$ cat src/hdl/sync_rx_defs.svh
`ifndef SYNC_RX_DEFS_SVH
`define SYNC_RX_DEFS_SVH

// register address width and byte offsets
`define ADDR_W 8
`define OFS_RX_DATA 8'h00
`define OFS_RX_STAT 8'h04
`define OFS_TX_STAT 8'h08
`define OFS_BAUD 8'h0C
`define OFS_DIV_LO 8'h10
`define OFS_DIV_HI 8'h14
`define OFS_IRQ_CTL 8'h18

// receive_status_control fields
`define RSC_PORT_EN 7
`define RSC_NINE 6
`define RSC_SINGLE_RECEIVE_ENABLE 5
`define RSC_CONTINUOUS_RECEIVE_ENABLE 4
`define RSC_OVERRUN_ERROR_FLAG 1
`define RSC_NINTH 0

// transmit_status_control fields
`define TSC_MASTER 7
`define TSC_SYNC 4
`define TSC_HIGH_RATE 2

// baud_control fields
`define BDC_IDLE 6
`define BDC_POL 4
`define BDC_DIV16 3

// interrupt control fields
`define IRC_IE 0
`define IRC_FLAG 1

// bus answers
`define RESP_OKAY 2'h0
`define RESP_SLVERR 2'h2

// character, fifo and half-period counter sizes
`define CHAR_W 9
`define CHAR_BITS_8 4'h8
`define CHAR_BITS_9 4'h9
`define FIFO_FULL 2'h2
`define HALF_W 18

`endif

$ cat src/hdl/sync_rx_pkg.sv
`include "sync_rx_defs.svh"

package sync_rx_pkg;

  // master shift clock phases, gray along idle -> active -> trail
  typedef enum logic [1:0] {
    PH_IDLE = 2'h0,
    PH_ACTIVE = 2'h1,
    PH_TRAIL = 2'h3
  } phase_e;

  typedef struct packed {
    // bus slave
    logic awready;
    logic wready;
    logic aw_held;
    logic [`ADDR_W-1:0] aw_addr;
    logic w_held;
    logic [7:0] w_data;
    logic w_en;
    logic bvalid;
    logic [1:0] bresp;
    logic arready;
    logic rvalid;
    logic [31:0] rdata;
    logic [1:0] rresp;
    // control
    logic port_enable;
    logic nine_bit_receive_enable;
    logic single_receive_enable;
    logic continuous_receive_enable;
    logic clock_source_master;
    logic sync_mode;
    logic high_rate_select;
    logic clock_polarity_select;
    logic sixteen_bit_divisor_select;
    logic [7:0] divisor_low_byte;
    logic [7:0] divisor_high_byte;
    logic receive_interrupt_enable;
    // status
    logic overrun_error_flag;
    logic overrun_in_single;
    // receiver
    phase_e phase;
    logic [`HALF_W-1:0] half_cnt;
    logic [3:0] bit_cnt;
    logic [`CHAR_W-1:0] receive_shift_register;
    // pin synchronisers
    logic data_s1;
    logic data_s2;
    logic clk_s1;
    logic clk_s2;
    logic clk_s3;
    // pins
    logic clk_out;
    logic clk_oe;
    logic data_out;
    logic data_oe;
    logic irq;
  } state_s;

  typedef struct packed {
    logic [1:0] mem_rd_ptr_count_pad;
  } unused_s;

endpackage

$ cat src/hdl/rx_fifo.sv
`timescale 1ns/1ps
`default_nettype none
`include "sync_rx_defs.svh"

module rx_fifo (
  // clock and reset
  input wire logic aclk,
  input wire logic aresetn,
  // control
  input wire logic flush,
  input wire logic push,
  input wire logic [`CHAR_W-1:0] din,
  input wire logic pop,
  // state
  output logic [`CHAR_W-1:0] head,
  output logic [1:0] count
);

  typedef struct packed {
    logic [1:0][`CHAR_W-1:0] mem;
    logic rd_ptr;
    logic [1:0] count;
  } fifo_s;

  fifo_s s;
  fifo_s n;
  logic do_pop;
  logic do_push;

  always_comb begin
    n = s;
    do_pop = pop && (s.count != 2'h0);
    // a full fifo still takes a push when the same cycle frees the head
    do_push = push && ((s.count != `FIFO_FULL) || do_pop);
    if (flush) begin
      n = '0;
    end else begin
      if (do_push) begin
        n.mem[s.rd_ptr ^ s.count[0]] = din;
      end
      if (do_pop) begin
        n.rd_ptr = ~s.rd_ptr;
      end
      n.count = s.count + {1'b0, do_push} - {1'b0, do_pop};
    end
  end

  always_ff @(posedge aclk) begin
    if (!aresetn) begin
      s <= '0;
    end else begin
      s <= n;
    end
  end

  assign head = s.mem[s.rd_ptr];
  assign count = s.count;

endmodule

`default_nettype wire

$ cat src/hdl/sync_serial_receiver.sv
// Behaviour
// master receive keeps the data pin driver off; pin is input only.
// synchronous reception starts when single or continuous receive is set.
// single receive alone gives one character of clocks, then clears itself.
// continuous receive clocks until cleared; clearing mid-character aborts it.
// both set: single clears after first character, continuous carries on.
// data pin sampled on trailing clock edge into the shift register.
// full character sets receive flag, enters two-entry fifo; low byte readable.
// receive flag stays set while the fifo holds any unread character.
// slave configuration takes clock from pin with its driver off.
// data changes on leading edge, stable at trailing; one bit per clock.
// an external master gives only as many clocks as character bits.
// third character into full fifo sets overrun, kept data, reception halts.
// overrun from single receive is cleared by reading receive data.
// overrun from continuous receive clears with continuous or port enable clear.
// nine-bit mode shifts nine bits; status shows ninth bit of oldest.
// software reads ninth bit before low byte, since that read pops.
// master mode needs synchronous select, port enable and clock master set.
// software clears both receive enables before enabling master reception.
// interrupt request when receive flag and receive interrupt enable set.
// shift clock is system clock over four times divisor plus one.
// sync select clear means asynchronous; port enable drives clock pin out.
`timescale 1ns/1ps
`default_nettype none
`include "sync_rx_defs.svh"

module sync_serial_receiver (
  // clock and reset
  input wire logic aclk,
  input wire logic aresetn,
  // write address channel
  input wire logic [`ADDR_W-1:0] awaddr,
  input wire logic awvalid,
  output logic awready,
  // write data channel
  input wire logic [31:0] wdata,
  input wire logic [3:0] wstrb,
  input wire logic wvalid,
  output logic wready,
  // write response channel
  output logic [1:0] bresp,
  output logic bvalid,
  input wire logic bready,
  // read address channel
  input wire logic [`ADDR_W-1:0] araddr,
  input wire logic arvalid,
  output logic arready,
  // read data channel
  output logic [31:0] rdata,
  output logic [1:0] rresp,
  output logic rvalid,
  input wire logic rready,
  // serial data pin
  input wire logic serial_data_pin_in,
  output logic serial_data_pin_out,
  output logic serial_data_pin_oe,
  // serial clock pin
  input wire logic serial_clock_pin_in,
  output logic serial_clock_pin_out,
  output logic serial_clock_pin_oe,
  // interrupt request
  output logic receive_irq
);

  sync_rx_pkg::state_s s;
  sync_rx_pkg::state_s n;

  logic [`CHAR_W-1:0] fifo_head;
  logic [1:0] fifo_count;
  logic fifo_push;
  logic fifo_pop;
  logic fifo_flush;
  logic [`CHAR_W-1:0] fifo_din;
  logic master_run;
  logic slave_run;
  logic got_bit;
  logic [3:0] char_bits;
  logic receive_flag;

  // lsb first: new bits enter at the top and walk down
  function automatic logic [`CHAR_W-1:0] shift_bit(input logic [`CHAR_W-1:0] sh,
                                                   input logic b);
    return {b, sh[`CHAR_W-1:1]};
  endfunction

  // an eight-bit character sits one place high in the shift register
  function automatic logic [`CHAR_W-1:0] char_of(input logic [`CHAR_W-1:0] sh,
                                                 input logic nine);
    return nine ? sh : {1'b0, sh[`CHAR_W-1:1]};
  endfunction

  // half a shift clock lasts 2*(div+1) cycles; this is that count minus one
  function automatic logic [`HALF_W-1:0] half_reload(input logic [7:0] lo,
                                                     input logic [7:0] hi,
                                                     input logic wide);
    logic [15:0] div;
    div = wide ? {hi, lo} : {8'h00, lo};
    return {1'b0, div, 1'b1};
  endfunction

  function automatic logic [33:0] read_word(input sync_rx_pkg::state_s st,
                                            input logic [`ADDR_W-1:0] addr,
                                            input logic [`CHAR_W-1:0] head,
                                            input logic flag);
    logic [7:0] b;
    logic [1:0] resp;
    b = 8'h00;
    resp = `RESP_OKAY;
    case (addr)
      `OFS_RX_DATA: begin
        b = head[7:0];
      end
      `OFS_RX_STAT: begin
        b[`RSC_PORT_EN] = st.port_enable;
        b[`RSC_NINE] = st.nine_bit_receive_enable;
        b[`RSC_SINGLE_RECEIVE_ENABLE] = st.single_receive_enable;
        b[`RSC_CONTINUOUS_RECEIVE_ENABLE] = st.continuous_receive_enable;
        b[`RSC_OVERRUN_ERROR_FLAG] = st.overrun_error_flag;
        b[`RSC_NINTH] = head[`CHAR_W-1];
      end
      `OFS_TX_STAT: begin
        b[`TSC_MASTER] = st.clock_source_master;
        b[`TSC_SYNC] = st.sync_mode;
        b[`TSC_HIGH_RATE] = st.high_rate_select;
      end
      `OFS_BAUD: begin
        b[`BDC_IDLE] = (st.phase == sync_rx_pkg::PH_IDLE) && (st.bit_cnt == 4'h0);
        b[`BDC_POL] = st.clock_polarity_select;
        b[`BDC_DIV16] = st.sixteen_bit_divisor_select;
      end
      `OFS_DIV_LO: begin
        b = st.divisor_low_byte;
      end
      `OFS_DIV_HI: begin
        b = st.divisor_high_byte;
      end
      `OFS_IRQ_CTL: begin
        b[`IRC_IE] = st.receive_interrupt_enable;
        b[`IRC_FLAG] = flag;
      end
      default: begin
        resp = `RESP_SLVERR;
      end
    endcase
    return {resp, 24'h000000, b};
  endfunction

  rx_fifo rx_fifo_inst (
    .aclk(aclk),
    .aresetn(aresetn),
    .flush(fifo_flush),
    .push(fifo_push),
    .din(fifo_din),
    .pop(fifo_pop),
    .head(fifo_head),
    .count(fifo_count)
  );

  assign receive_flag = (fifo_count != 2'h0);

  always_comb begin
    n = s;
    fifo_push = 1'b0;
    fifo_pop = 1'b0;
    fifo_din = '0;
    got_bit = 1'b0;
    // clearing the port enable resets the whole receive path
    fifo_flush = !s.port_enable;
    char_bits = s.nine_bit_receive_enable ? `CHAR_BITS_9 : `CHAR_BITS_8;
    master_run = s.port_enable && s.sync_mode && s.clock_source_master
                 && (s.single_receive_enable || s.continuous_receive_enable)
                 && !s.overrun_error_flag;
    slave_run = s.port_enable && s.sync_mode && !s.clock_source_master
                && (s.single_receive_enable || s.continuous_receive_enable)
                && !s.overrun_error_flag;

    // two flops on the data pin, three on the clock pin; edges only looked at past the second
    n.data_s1 = serial_data_pin_in;
    n.data_s2 = s.data_s1;
    n.clk_s1 = serial_clock_pin_in;
    n.clk_s2 = s.clk_s1;
    n.clk_s3 = s.clk_s2;

    // write channels, taken in either order
    if (awvalid && s.awready) begin
      n.aw_held = 1'b1;
      n.aw_addr = awaddr;
    end
    if (wvalid && s.wready) begin
      n.w_held = 1'b1;
      n.w_data = wdata[7:0];
      n.w_en = wstrb[0];
    end
    if (s.bvalid && bready) begin
      n.bvalid = 1'b0;
    end
    if (s.aw_held && s.w_held && !s.bvalid) begin
      n.aw_held = 1'b0;
      n.w_held = 1'b0;
      n.bvalid = 1'b1;
      n.bresp = `RESP_OKAY;
      case (s.aw_addr)
        `OFS_RX_DATA: begin
        end
        `OFS_RX_STAT: begin
          if (s.w_en) begin
            n.port_enable = s.w_data[`RSC_PORT_EN];
            n.nine_bit_receive_enable = s.w_data[`RSC_NINE];
            n.single_receive_enable = s.w_data[`RSC_SINGLE_RECEIVE_ENABLE];
            n.continuous_receive_enable = s.w_data[`RSC_CONTINUOUS_RECEIVE_ENABLE];
          end
        end
        `OFS_TX_STAT: begin
          if (s.w_en) begin
            n.clock_source_master = s.w_data[`TSC_MASTER];
            n.sync_mode = s.w_data[`TSC_SYNC];
            n.high_rate_select = s.w_data[`TSC_HIGH_RATE];
          end
        end
        `OFS_BAUD: begin
          if (s.w_en) begin
            n.clock_polarity_select = s.w_data[`BDC_POL];
            n.sixteen_bit_divisor_select = s.w_data[`BDC_DIV16];
          end
        end
        `OFS_DIV_LO: begin
          if (s.w_en) begin
            n.divisor_low_byte = s.w_data;
          end
        end
        `OFS_DIV_HI: begin
          if (s.w_en) begin
            n.divisor_high_byte = s.w_data;
          end
        end
        `OFS_IRQ_CTL: begin
          if (s.w_en) begin
            n.receive_interrupt_enable = s.w_data[`IRC_IE];
          end
        end
        default: begin
          n.bresp = `RESP_SLVERR;
        end
      endcase
    end
    n.awready = !n.aw_held;
    n.wready = !n.w_held;

    // read channel; a read of receive data pops the oldest character
    if (s.rvalid && rready) begin
      n.rvalid = 1'b0;
    end
    if (arvalid && s.arready) begin
      n.rvalid = 1'b1;
      {n.rresp, n.rdata} = read_word(s, araddr, fifo_head, receive_flag);
      if (araddr == `OFS_RX_DATA) begin
        fifo_pop = 1'b1;
        if (s.overrun_error_flag && s.overrun_in_single) begin
          n.overrun_error_flag = 1'b0;
        end
      end
    end
    n.arready = !n.rvalid;

    if (s.overrun_error_flag && !s.overrun_in_single && !s.continuous_receive_enable) begin
      n.overrun_error_flag = 1'b0;
    end

    // master shift clock; leading edge leaves the idle level
    case (s.phase)
      sync_rx_pkg::PH_IDLE: begin
        n.clk_out = s.clock_polarity_select;
        if (master_run) begin
          n.phase = sync_rx_pkg::PH_ACTIVE;
          n.clk_out = !s.clock_polarity_select;
          n.half_cnt = half_reload(s.divisor_low_byte, s.divisor_high_byte,
                                   s.sixteen_bit_divisor_select);
        end
      end
      sync_rx_pkg::PH_ACTIVE: begin
        if (!master_run) begin
          n.phase = sync_rx_pkg::PH_IDLE;
          n.clk_out = s.clock_polarity_select;
          n.bit_cnt = 4'h0;
        end else if (s.half_cnt == '0) begin
          n.phase = sync_rx_pkg::PH_TRAIL;
          n.clk_out = s.clock_polarity_select;
          n.half_cnt = half_reload(s.divisor_low_byte, s.divisor_high_byte,
                                   s.sixteen_bit_divisor_select);
          got_bit = 1'b1;
        end else begin
          n.half_cnt = s.half_cnt - `HALF_W'(1);
        end
      end
      sync_rx_pkg::PH_TRAIL: begin
        if (!master_run) begin
          n.phase = sync_rx_pkg::PH_IDLE;
          n.clk_out = s.clock_polarity_select;
          n.bit_cnt = 4'h0;
        end else if (s.half_cnt == '0) begin
          n.phase = sync_rx_pkg::PH_ACTIVE;
          n.clk_out = !s.clock_polarity_select;
          n.half_cnt = half_reload(s.divisor_low_byte, s.divisor_high_byte,
                                   s.sixteen_bit_divisor_select);
        end else begin
          n.half_cnt = s.half_cnt - `HALF_W'(1);
        end
      end
      default: begin
        n.phase = sync_rx_pkg::PH_IDLE;
        n.clk_out = s.clock_polarity_select;
      end
    endcase

    // slave: trailing edge is the return to the idle level
    if (slave_run) begin
      if ((s.clk_s3 != s.clock_polarity_select) && (s.clk_s2 == s.clock_polarity_select)) begin
        got_bit = 1'b1;
      end
    end else if (!master_run) begin
      n.bit_cnt = 4'h0;
    end

    // one bit per clock; the count closes a character
    if (got_bit) begin
      n.receive_shift_register = shift_bit(s.receive_shift_register, s.data_s2);
      n.bit_cnt = s.bit_cnt + 4'h1;
      if (n.bit_cnt == char_bits) begin
        n.bit_cnt = 4'h0;
        n.single_receive_enable = 1'b0;
        if ((fifo_count == `FIFO_FULL) && !fifo_pop) begin
          // the stored pair is kept; the new character is dropped
          n.overrun_error_flag = 1'b1;
          n.overrun_in_single = s.single_receive_enable && !s.continuous_receive_enable;
        end else begin
          fifo_push = 1'b1;
          fifo_din = char_of(n.receive_shift_register, s.nine_bit_receive_enable);
        end
      end
    end

    if (!s.port_enable) begin
      n.phase = sync_rx_pkg::PH_IDLE;
      n.half_cnt = '0;
      n.bit_cnt = 4'h0;
      n.receive_shift_register = '0;
      n.overrun_error_flag = 1'b0;
      n.overrun_in_single = 1'b0;
    end

    // pins: data is never driven by a receiver
    n.data_out = 1'b0;
    n.data_oe = 1'b0;
    n.clk_oe = s.port_enable && (!s.sync_mode || s.clock_source_master);
    // irq lags the fifo count by one cycle so that it leaves a flop
    n.irq = receive_flag && s.receive_interrupt_enable;
  end

  always_ff @(posedge aclk) begin
    if (!aresetn) begin
      s <= '0;
    end else begin
      s <= n;
    end
  end

  assign awready = s.awready;
  assign wready = s.wready;
  assign bresp = s.bresp;
  assign bvalid = s.bvalid;
  assign arready = s.arready;
  assign rdata = s.rdata;
  assign rresp = s.rresp;
  assign rvalid = s.rvalid;
  assign serial_data_pin_out = s.data_out;
  assign serial_data_pin_oe = s.data_oe;
  assign serial_clock_pin_out = s.clk_out;
  assign serial_clock_pin_oe = s.clk_oe;
  assign receive_irq = s.irq;

endmodule

`default_nettype wire

$ cat config.mk
export PLATFORM = sky130hd
export DESIGN_NAME = sync_serial_receiver
export DESIGN_NICKNAME = d
export VERILOG_FILES = /design/src/hdl/sync_rx_pkg.sv /design/src/hdl/rx_fifo.sv /design/src/hdl/sync_serial_receiver.sv
export VERILOG_INCLUDE_DIRS = /design/src /design/src/hdl
export SDC_FILE = /design/constraint.sdc
export NUM_CORES = 1
export LEC_CHECK = 0
export BUFFER_PORTS_ARGS = -buffer_cell sky130_fd_sc_hd__buf_2
export CORE_MARGIN = 2
export CORE_UTILIZATION = 50
export DETAILED_ROUTE_END_ITERATION = 7
export GPL_ROUTABILITY_DRIVEN = 0
export HOLD_SLACK_MARGIN = 0.03
export PLACE_DENSITY_LB_ADDON = 0.05
export REMOVE_ABC_BUFFERS = 1
export SETUP_SLACK_MARGIN = 0.2
export SLEW_MARGIN = 20
export SYNTH_ARGS = -nofsm -noshare
export SYNTH_HDL_FRONTEND = slang
export SYNTH_SLANG_ARGS = --single-unit
$ cat constraint.sdc
create_clock -name aclk -period 5.3 [get_ports aclk]
set_input_delay 0.53 -clock aclk [delete_from_list [all_inputs] [get_ports aclk]]
set_output_delay 0.53 -clock aclk [all_outputs]
set_load 0.01 [all_outputs]
==> results of run 1 <==
==> sequential cells by signal, indices dropped and copies added, names as in the netlist, named ones only <==
signal and flops:
awready 1, bresp 1, rx_fifo_inst.count 2, rdata 8, rvalid 1, bvalid 1, receive_irq 1, n 3
arready 1, serial_clock_pin_oe 1, s 77, rresp 1, serial_clock_pin_out 1, wready 1, rx_fifo_inst.s 19
==> through the flow <==
stage	std cells	hold WS, ns	instance area (µm²)	utilization	setup slack, ns
floorplan	659	0.4118	5848	-	2.463
global placement	883	0.4200	6351	0.5266	2.002
detailed placement	883	0.4250	6351	0.5266	1.956
CTS	914	0.3035	6958	0.5769	1.929
global route	914	0.3160	6958	0.5769	1.723
finish	914	0.3087	6958	0.5769	1.926
==> final cells by class <==
cell class | instances | area [µm²] | area share
multi-input combinational | 517 | 3314 | 0.4764
sequential | 123 | 2462 | 0.3539
clock buffer | 18 | 439.2 | 0.06312
timing repair buffer | 56 | 292.8 | 0.04208
tap | 168 | 210.2 | 0.03021
clock inverter | 13 | 167.7 | 0.02410
inverter | 19 | 71.32 | 0.01025
==> synthesized netlist by cell type, types with 3 or more instances <==
library cell / number / share of area
a211oi_1: 4 / 0.0048
xor2_1: 4 / 0.0056
a22oi_1: 4 / 0.0048
nand2b_1: 4 / 0.0040
nand3b_1: 4 / 0.0048
or3_1: 9 / 0.0091
a32o_1: 7 / 0.011
inv_1: 17 / 0.010
dfxtp_1: 123 / 0.40
mux4_2: 4 / 0.014
o21ai_0: 39 / 0.031
nor3b_1: 3 / 0.0036
and2_1: 14 / 0.014
nand2_1: 77 / 0.046
nor3_1: 10 / 0.0081
ha_1: 7 / 0.014
a221oi_1: 3 / 0.0042
a21oi_1: 55 / 0.044
o22ai_1: 3 / 0.0030
nand4_1: 6 / 0.0060
clkbuf_1: 34 / 0.021
a31oi_1: 9 / 0.0091
and3_1: 5 / 0.0050
buf_4: 41 / 0.050
nor2b_1: 6 / 0.0060
nor2_1: 50 / 0.030
mux2i_1: 56 / 0.090
o31ai_1: 3 / 0.0036
mux2_2: 18 / 0.033
nand3_1: 27 / 0.022
or2_2: 10 / 0.010
nor4_1: 3 / 0.0030
==> path summary, 6_finish.rpt <==
| path | from | to | slack [ns] | depth (start not counted) |
|---|---|---|---|---|
| setup / recovery | s[23] | rx_fifo_inst.s[6] | 1.93 | 7 |
| setup reg to reg | s[23] | rx_fifo_inst.s[6] | 1.93 | 7 |
| hold reg to reg | n[6] | n[5] | 0.43 | 1 |
| hold / removal | serial_clock_pin_in | n[6] | 0.31 | 2 |
==> power groups by stage <==
stage / Sequential [mW] / Clock [mW] / Combinational, mW
after floorplan: 0.974 / 0 / 0.0439
after CTS: 0.955 / 1.21 / 0.0818
after global routing: 0.957 / 1.25 / 0.0923
after global placement: 0.974 / 0 / 0.0798
after detailed placement: 0.975 / 0 / 0.0816
final: 0.955 / 1.20 / 0.0822
==> logic make-up after synthesis <==
kind of cell	Yosys count	synth area share
other	1	0.0006033
and+or+nand+nor	246	0.2037
muxes	78	0.1373
adders and majority gates	7	0.01409
DFF	123	0.3961
AOI/OAI and AO/OA	152	0.1528
buffers and inverters	100	0.08696
xor gates and xnor gates	6	0.008454
==> layer usage <==
| metal | track usage | part of all wire |
|---|---|---|
| met3 | 0.05492 | 0.066 |
| met2 | 0.3657 | 0.44 |
| met5 | 0 | 0 |
| met4 | 0.1044 | 0.023 |
| met1 | 0.3366 | 0.47 |
==> worst register-to-register path, cell delays in order, from the launching register on <==
cell,delay (ns)
dfxtp_1,0.35
inv_1,0.08
ha_1,0.20
or4b_1,0.54
nor4_4,0.67
nand4_4,0.44
a2111o_1,0.75
mux2i_1,0.20
==> layout by cell type, fill, tap and decap left out, drive strengths merged, types with 3 or more instances in the layout <==
| cell type | synthesis | final |
|---|---|---|
| a211oi | 4 | 4 |
| a21oi | 55 | 55 |
| a221oi | 3 | 3 |
| a22oi | 4 | 4 |
| a31oi | 9 | 9 |
| a32o | 7 | 7 |
| and2 | 14 | 14 |
| and3 | 5 | 5 |
| buf | 46 | 56 |
| bufinv | 0 | 3 |
| clkbuf | 35 | 18 |
| clkinv | 1 | 6 |
| conb | 1 | 28 |
| dfxtp | 123 | 123 |
| ha | 7 | 7 |
| inv | 18 | 21 |
| mux2 | 18 | 18 |
| mux2i | 56 | 56 |
| mux4 | 4 | 4 |
| nand2 | 77 | 77 |
| nand2b | 4 | 4 |
| nand3 | 27 | 27 |
| nand3b | 4 | 4 |
| nand4 | 7 | 7 |
| nor2 | 50 | 50 |
| nor2b | 6 | 6 |
| nor3 | 11 | 11 |
| nor3b | 3 | 3 |
| nor4 | 6 | 6 |
| o21ai | 39 | 39 |
| o22ai | 3 | 3 |
| o31ai | 3 | 3 |
| or2 | 10 | 10 |
| or3 | 10 | 10 |
| or4 | 5 | 5 |
| xor2 | 4 | 4 |
==> results_dict.tcl, run 1 <==
set metrics [dict create \
    path_cells "inv_1 -> ha_1 -> or4b_1 -> nor4_4 -> nand4_4 -> a2111o_1 -> mux2i_1" \
    finalCritPeriodShare 0.6366 \
    yosys_register_bits 123 \
    start_kind "flip-flop" \
    postCtsHoldBufs 0 \
    ios 107 \
    synth_edf_count 0 \
    drcViolationCount 0 \
    cts_resized 0 \
    grt_pass1_vias 4880 \
    die_w_um 115.5 \
    switchingPower_mw 0.5138 \
    max_freq_mhz 296.4 \
    setup-tns-final_ns 0 \
    synth-async-reset-ratio 0 \
    clkPwrFrac 0.536 \
    totalPowerFinal_mw 2.236 \
    drive_gt1_frac 0.1769 \
    period_needed_ns 3.374 \
    ys_types 72 \
    p_int_mw 1.723 \
    htree_levels 4 \
    ant_nets 0 \
    final_nets 802 \
    critPathArrivalTime_ns 3.66 \
    p_leak_nw 2.879 \
    max_stage_delay_ns 0.75 \
    finClkSkew_ns 0.01127 \
    grt.overflow.total 0 \
    status "finished clean" \
    worst_skew_pair.late_latency_ns 0.43 \
    yosys_warnings 0 \
    path_delay_family "simple AND/OR/NAND/NOR gates" \
    hold_path.class "in2reg" \
    core_mm2 0.01206 \
    antenna_found_initial 0 \
    syn-cell-area_mm2 0.006216 \
    wl_per_cell_um 16.99 \
    peakVddDrop_mv 0.2390 \
    worstMarginPinSlew_ns 0.9855 \
    synth-seq-area-share 0.3961 \
    p_sw_frac 0.2298 \
    cts_tree "built" \
    slew_violations 0 \
    slew_headroom 0.3414 \
    cts.sinks 123 \
    finalHoldViolCount 0 \
    comb_power_share 0.037 \
    die_y_um 115.5 \
    hpwl_um 10850 \
    cts-root-buf "clkbuf_16" \
    die-area_mm2 0.01334 \
    n_fill_cell 1081 \
    pwr-share-seq 0.427 \
    placementRows 40 \
    cp.required_ns 5.59 \
    crit_buf_inv 1 \
    vias_per_cell 5.725 \
    first_pass_iters 5 \
    antenna_cells 0 \
    endpoint_kind "flip-flop" \
    start_util 0.5154 \
    syn2layout_area_growth_pct 11.94 \
    totalWireLength_um 15530 \
    powerDensity_mw_per_mm2 321.4 \
    syn-instance-count 713 \
    worst_path_max_delay_cell "a2111o_1" \
    drt-initial-drc-count 459 \
    avgSynthCellArea_um2 8.718 \
    finalSetupViolations 0 \
    clk_pin_slew_worst_paths_ns 0.06 \
    maxCapViolations 0 \
    synth_ff_type "dfxtp_1" \
    post_cts_buffers 0 \
    rsz0062_at_grt "false" \
    cts_buffer_depth 2 \
    port_buffers 51 \
    grt.total_usage 0.2433 \
    crit_type "reg2reg" \
    grt_pass1_wl_um 25070 \
    vias 5233 \
    grt_max_degree 51 \
    cts_buffers 17 \
    path_max_fanout 19 \
]
No activity file was read; power rests on OpenSTA's default activity.
==> run 2, diff against run 1 <==
==> constraint.sdc (replaced) <==
create_clock -name aclk -period 3.22 [get_ports aclk]
set_input_delay 0.322 -clock aclk [delete_from_list [all_inputs] [get_ports aclk]]
set_output_delay 0.322 -clock aclk [all_outputs]
set_load 0.01 [all_outputs]
==> run 2 against run 1 <==
Non-clock buffer count up 14; clock power grew 69%; wire length increased by 0.76%; first-iteration DRC count decreased by 15%; critical endpoint is now rx_fifo_inst.s[7]; worst hold slack lost 0.20 ns; critical path type unchanged; via count up 0.54%; cell count rose by 1.6%.
==> results_dict.tcl, run 2 (synthesis results as in run 1) <==
set metrics [dict create \
    setup-tns-final_ns 0 \
    placed_cells 897 \
    syn2layout_area_growth_pct 14.19 \
    wl_per_cell_um 16.85 \
    cts_buffers 17 \
    antenna_found_initial 0 \
    die-area_mm2 0.01334 \
    crit_type "reg2reg" \
    core_mm2 0.01206 \
    critPathArrivalTime_ns 2.99 \
    worst_skew_pair.late_latency_ns 0.42 \
    regMostFlops "s" \
    place_area_mm2 0.006469 \
    clk_pin_slew_worst_paths_ns 0.05 \
    slew_violations 0 \
    status "finished clean" \
    cts.sinks 123 \
    stdcell_count 929 \
    drcViolationCount 0 \
    placementRows 40 \
    finClkSkew_ns 0.006277 \
    peakVddDrop_mv 0.4339 \
    max_freq_mhz 369.4 \
    finalCritPeriodShare 0.8407 \
    drive_gt1_frac 0.1892 \
    port_buffers 51 \
    hold_path.class "in2reg" \
    final_nets 816 \
    grt_max_degree 51 \
    htree_levels 4 \
    drt-initial-drc-count 392 \
    largest_reg_flops 77 \
    worstMarginPinSlew_ns 0.8353 \
    powerDensity_mw_per_mm2 526.9 \
    period_needed_ns 2.707 \
    hpwl_um 11120 \
    regToRegSetupSlack_ns 0.51 \
    p_leak_nw 2.951 \
    die_y_um 115.5 \
    rsz0062_at_grt "false" \
    totalWireLength_um 15650 \
    totalPowerFinal_mw 3.740 \
    grt_pass1_wl_um 25030 \
    finalHoldViolCount 0 \
    endpoint_kind "flip-flop" \
    grt.total_usage 0.2448 \
    final_cell_area_mm2 0.007098 \
    grt_pass1_vias 4759 \
    post_cts_buffers 0 \
    grt.overflow.total 0 \
    vias 5261 \
    cts-root-buf "clkbuf_16" \
    final_cell_mix "123 x dfxtp_1, 77 x nand2_1, 56 x mux2i_1" \
    postCtsHoldBufs 0 \
    cp.required_ns 3.50 \
    vias_per_cell 5.663 \
    final_common_cell "dfxtp_1" \
    ios 107 \
    die_w_um 115.5 \
    start_kind "flip-flop" \
    cts_resized 0 \
    maxCapViolations 0 \
    ant_nets 0 \
    cts_buffer_depth 2 \
    n_fill_cell 1033 \
    path_max_fanout 9 \
    antenna_cells 0 \
    cts_tree "built" \
    slew_headroom 0.4423 \
    finalSetupViolations 0 \
    start_util 0.5154 \
    first_pass_iters 5 \
]
-- run 2: path summary, 6_finish.rpt --
check | from | to | cells after the start
worst max register to register | s[23] | rx_fifo_inst.s[7] | 7
worst min-delay path | serial_data_pin_in | n[8] | 2
worst max-delay path | s[23] | rx_fifo_inst.s[7] | 7
worst min register to register | n[8] | s[8] | 1
-- run 2: stage by stage --
stage	hold slack, ns	worst slack [ns]	util
2_1_floorplan	0.4118	0.3833	-
3_3_place_gp	0.4158	0.5494	0.5363
3_5_place_dp	0.4208	0.5130	0.5363
4_1_cts	0.09775	0.4967	0.5885
5_1_grt	0.1048	0.3836	0.5885
6_report	0.1080	0.5130	0.5885
-- run 2: layout make-up --
class	count	area [µm²]	area share
timing repair buffer	70	410.4	0.05782
clock inverter	10	165.2	0.02327
clock buffer	22	464.2	0.06540
sequential	123	2462	0.3469
inverter	19	71.32	0.01005
multi-input combinational	517	3314	0.4669
tap	168	210.2	0.02961
-- run 2: power breakdown --
part / total, mW / internal, mW / leakage [nW] / switching, mW
combinational: 0.135 / 0.0483 / 1.66 / 0.0864
clock: 2.03 / 1.34 / 0.297 / 0.697
sequential: 1.57 / 1.55 / 0.996 / 0.0233
-- run 2: critical path, stage by stage (launching register included) --
cell      delay (ns)
dfxtp_1         0.34
inv_1           0.07
ha_1            0.19
or4b_1          0.54
nor4_4          0.38
nand4_4         0.15
a2111o_1        0.68
mux2i_1         0.21
-- run 2: per-layer routing --
layer	vias to the layer above	track usage	share of wire
met5	-	0	0
met2	220	0.3606	0.44
met1	2464	0.3480	0.47
met3	30	0.04864	0.064
li1	2547	-	-
met4	0	0.1084	0.026
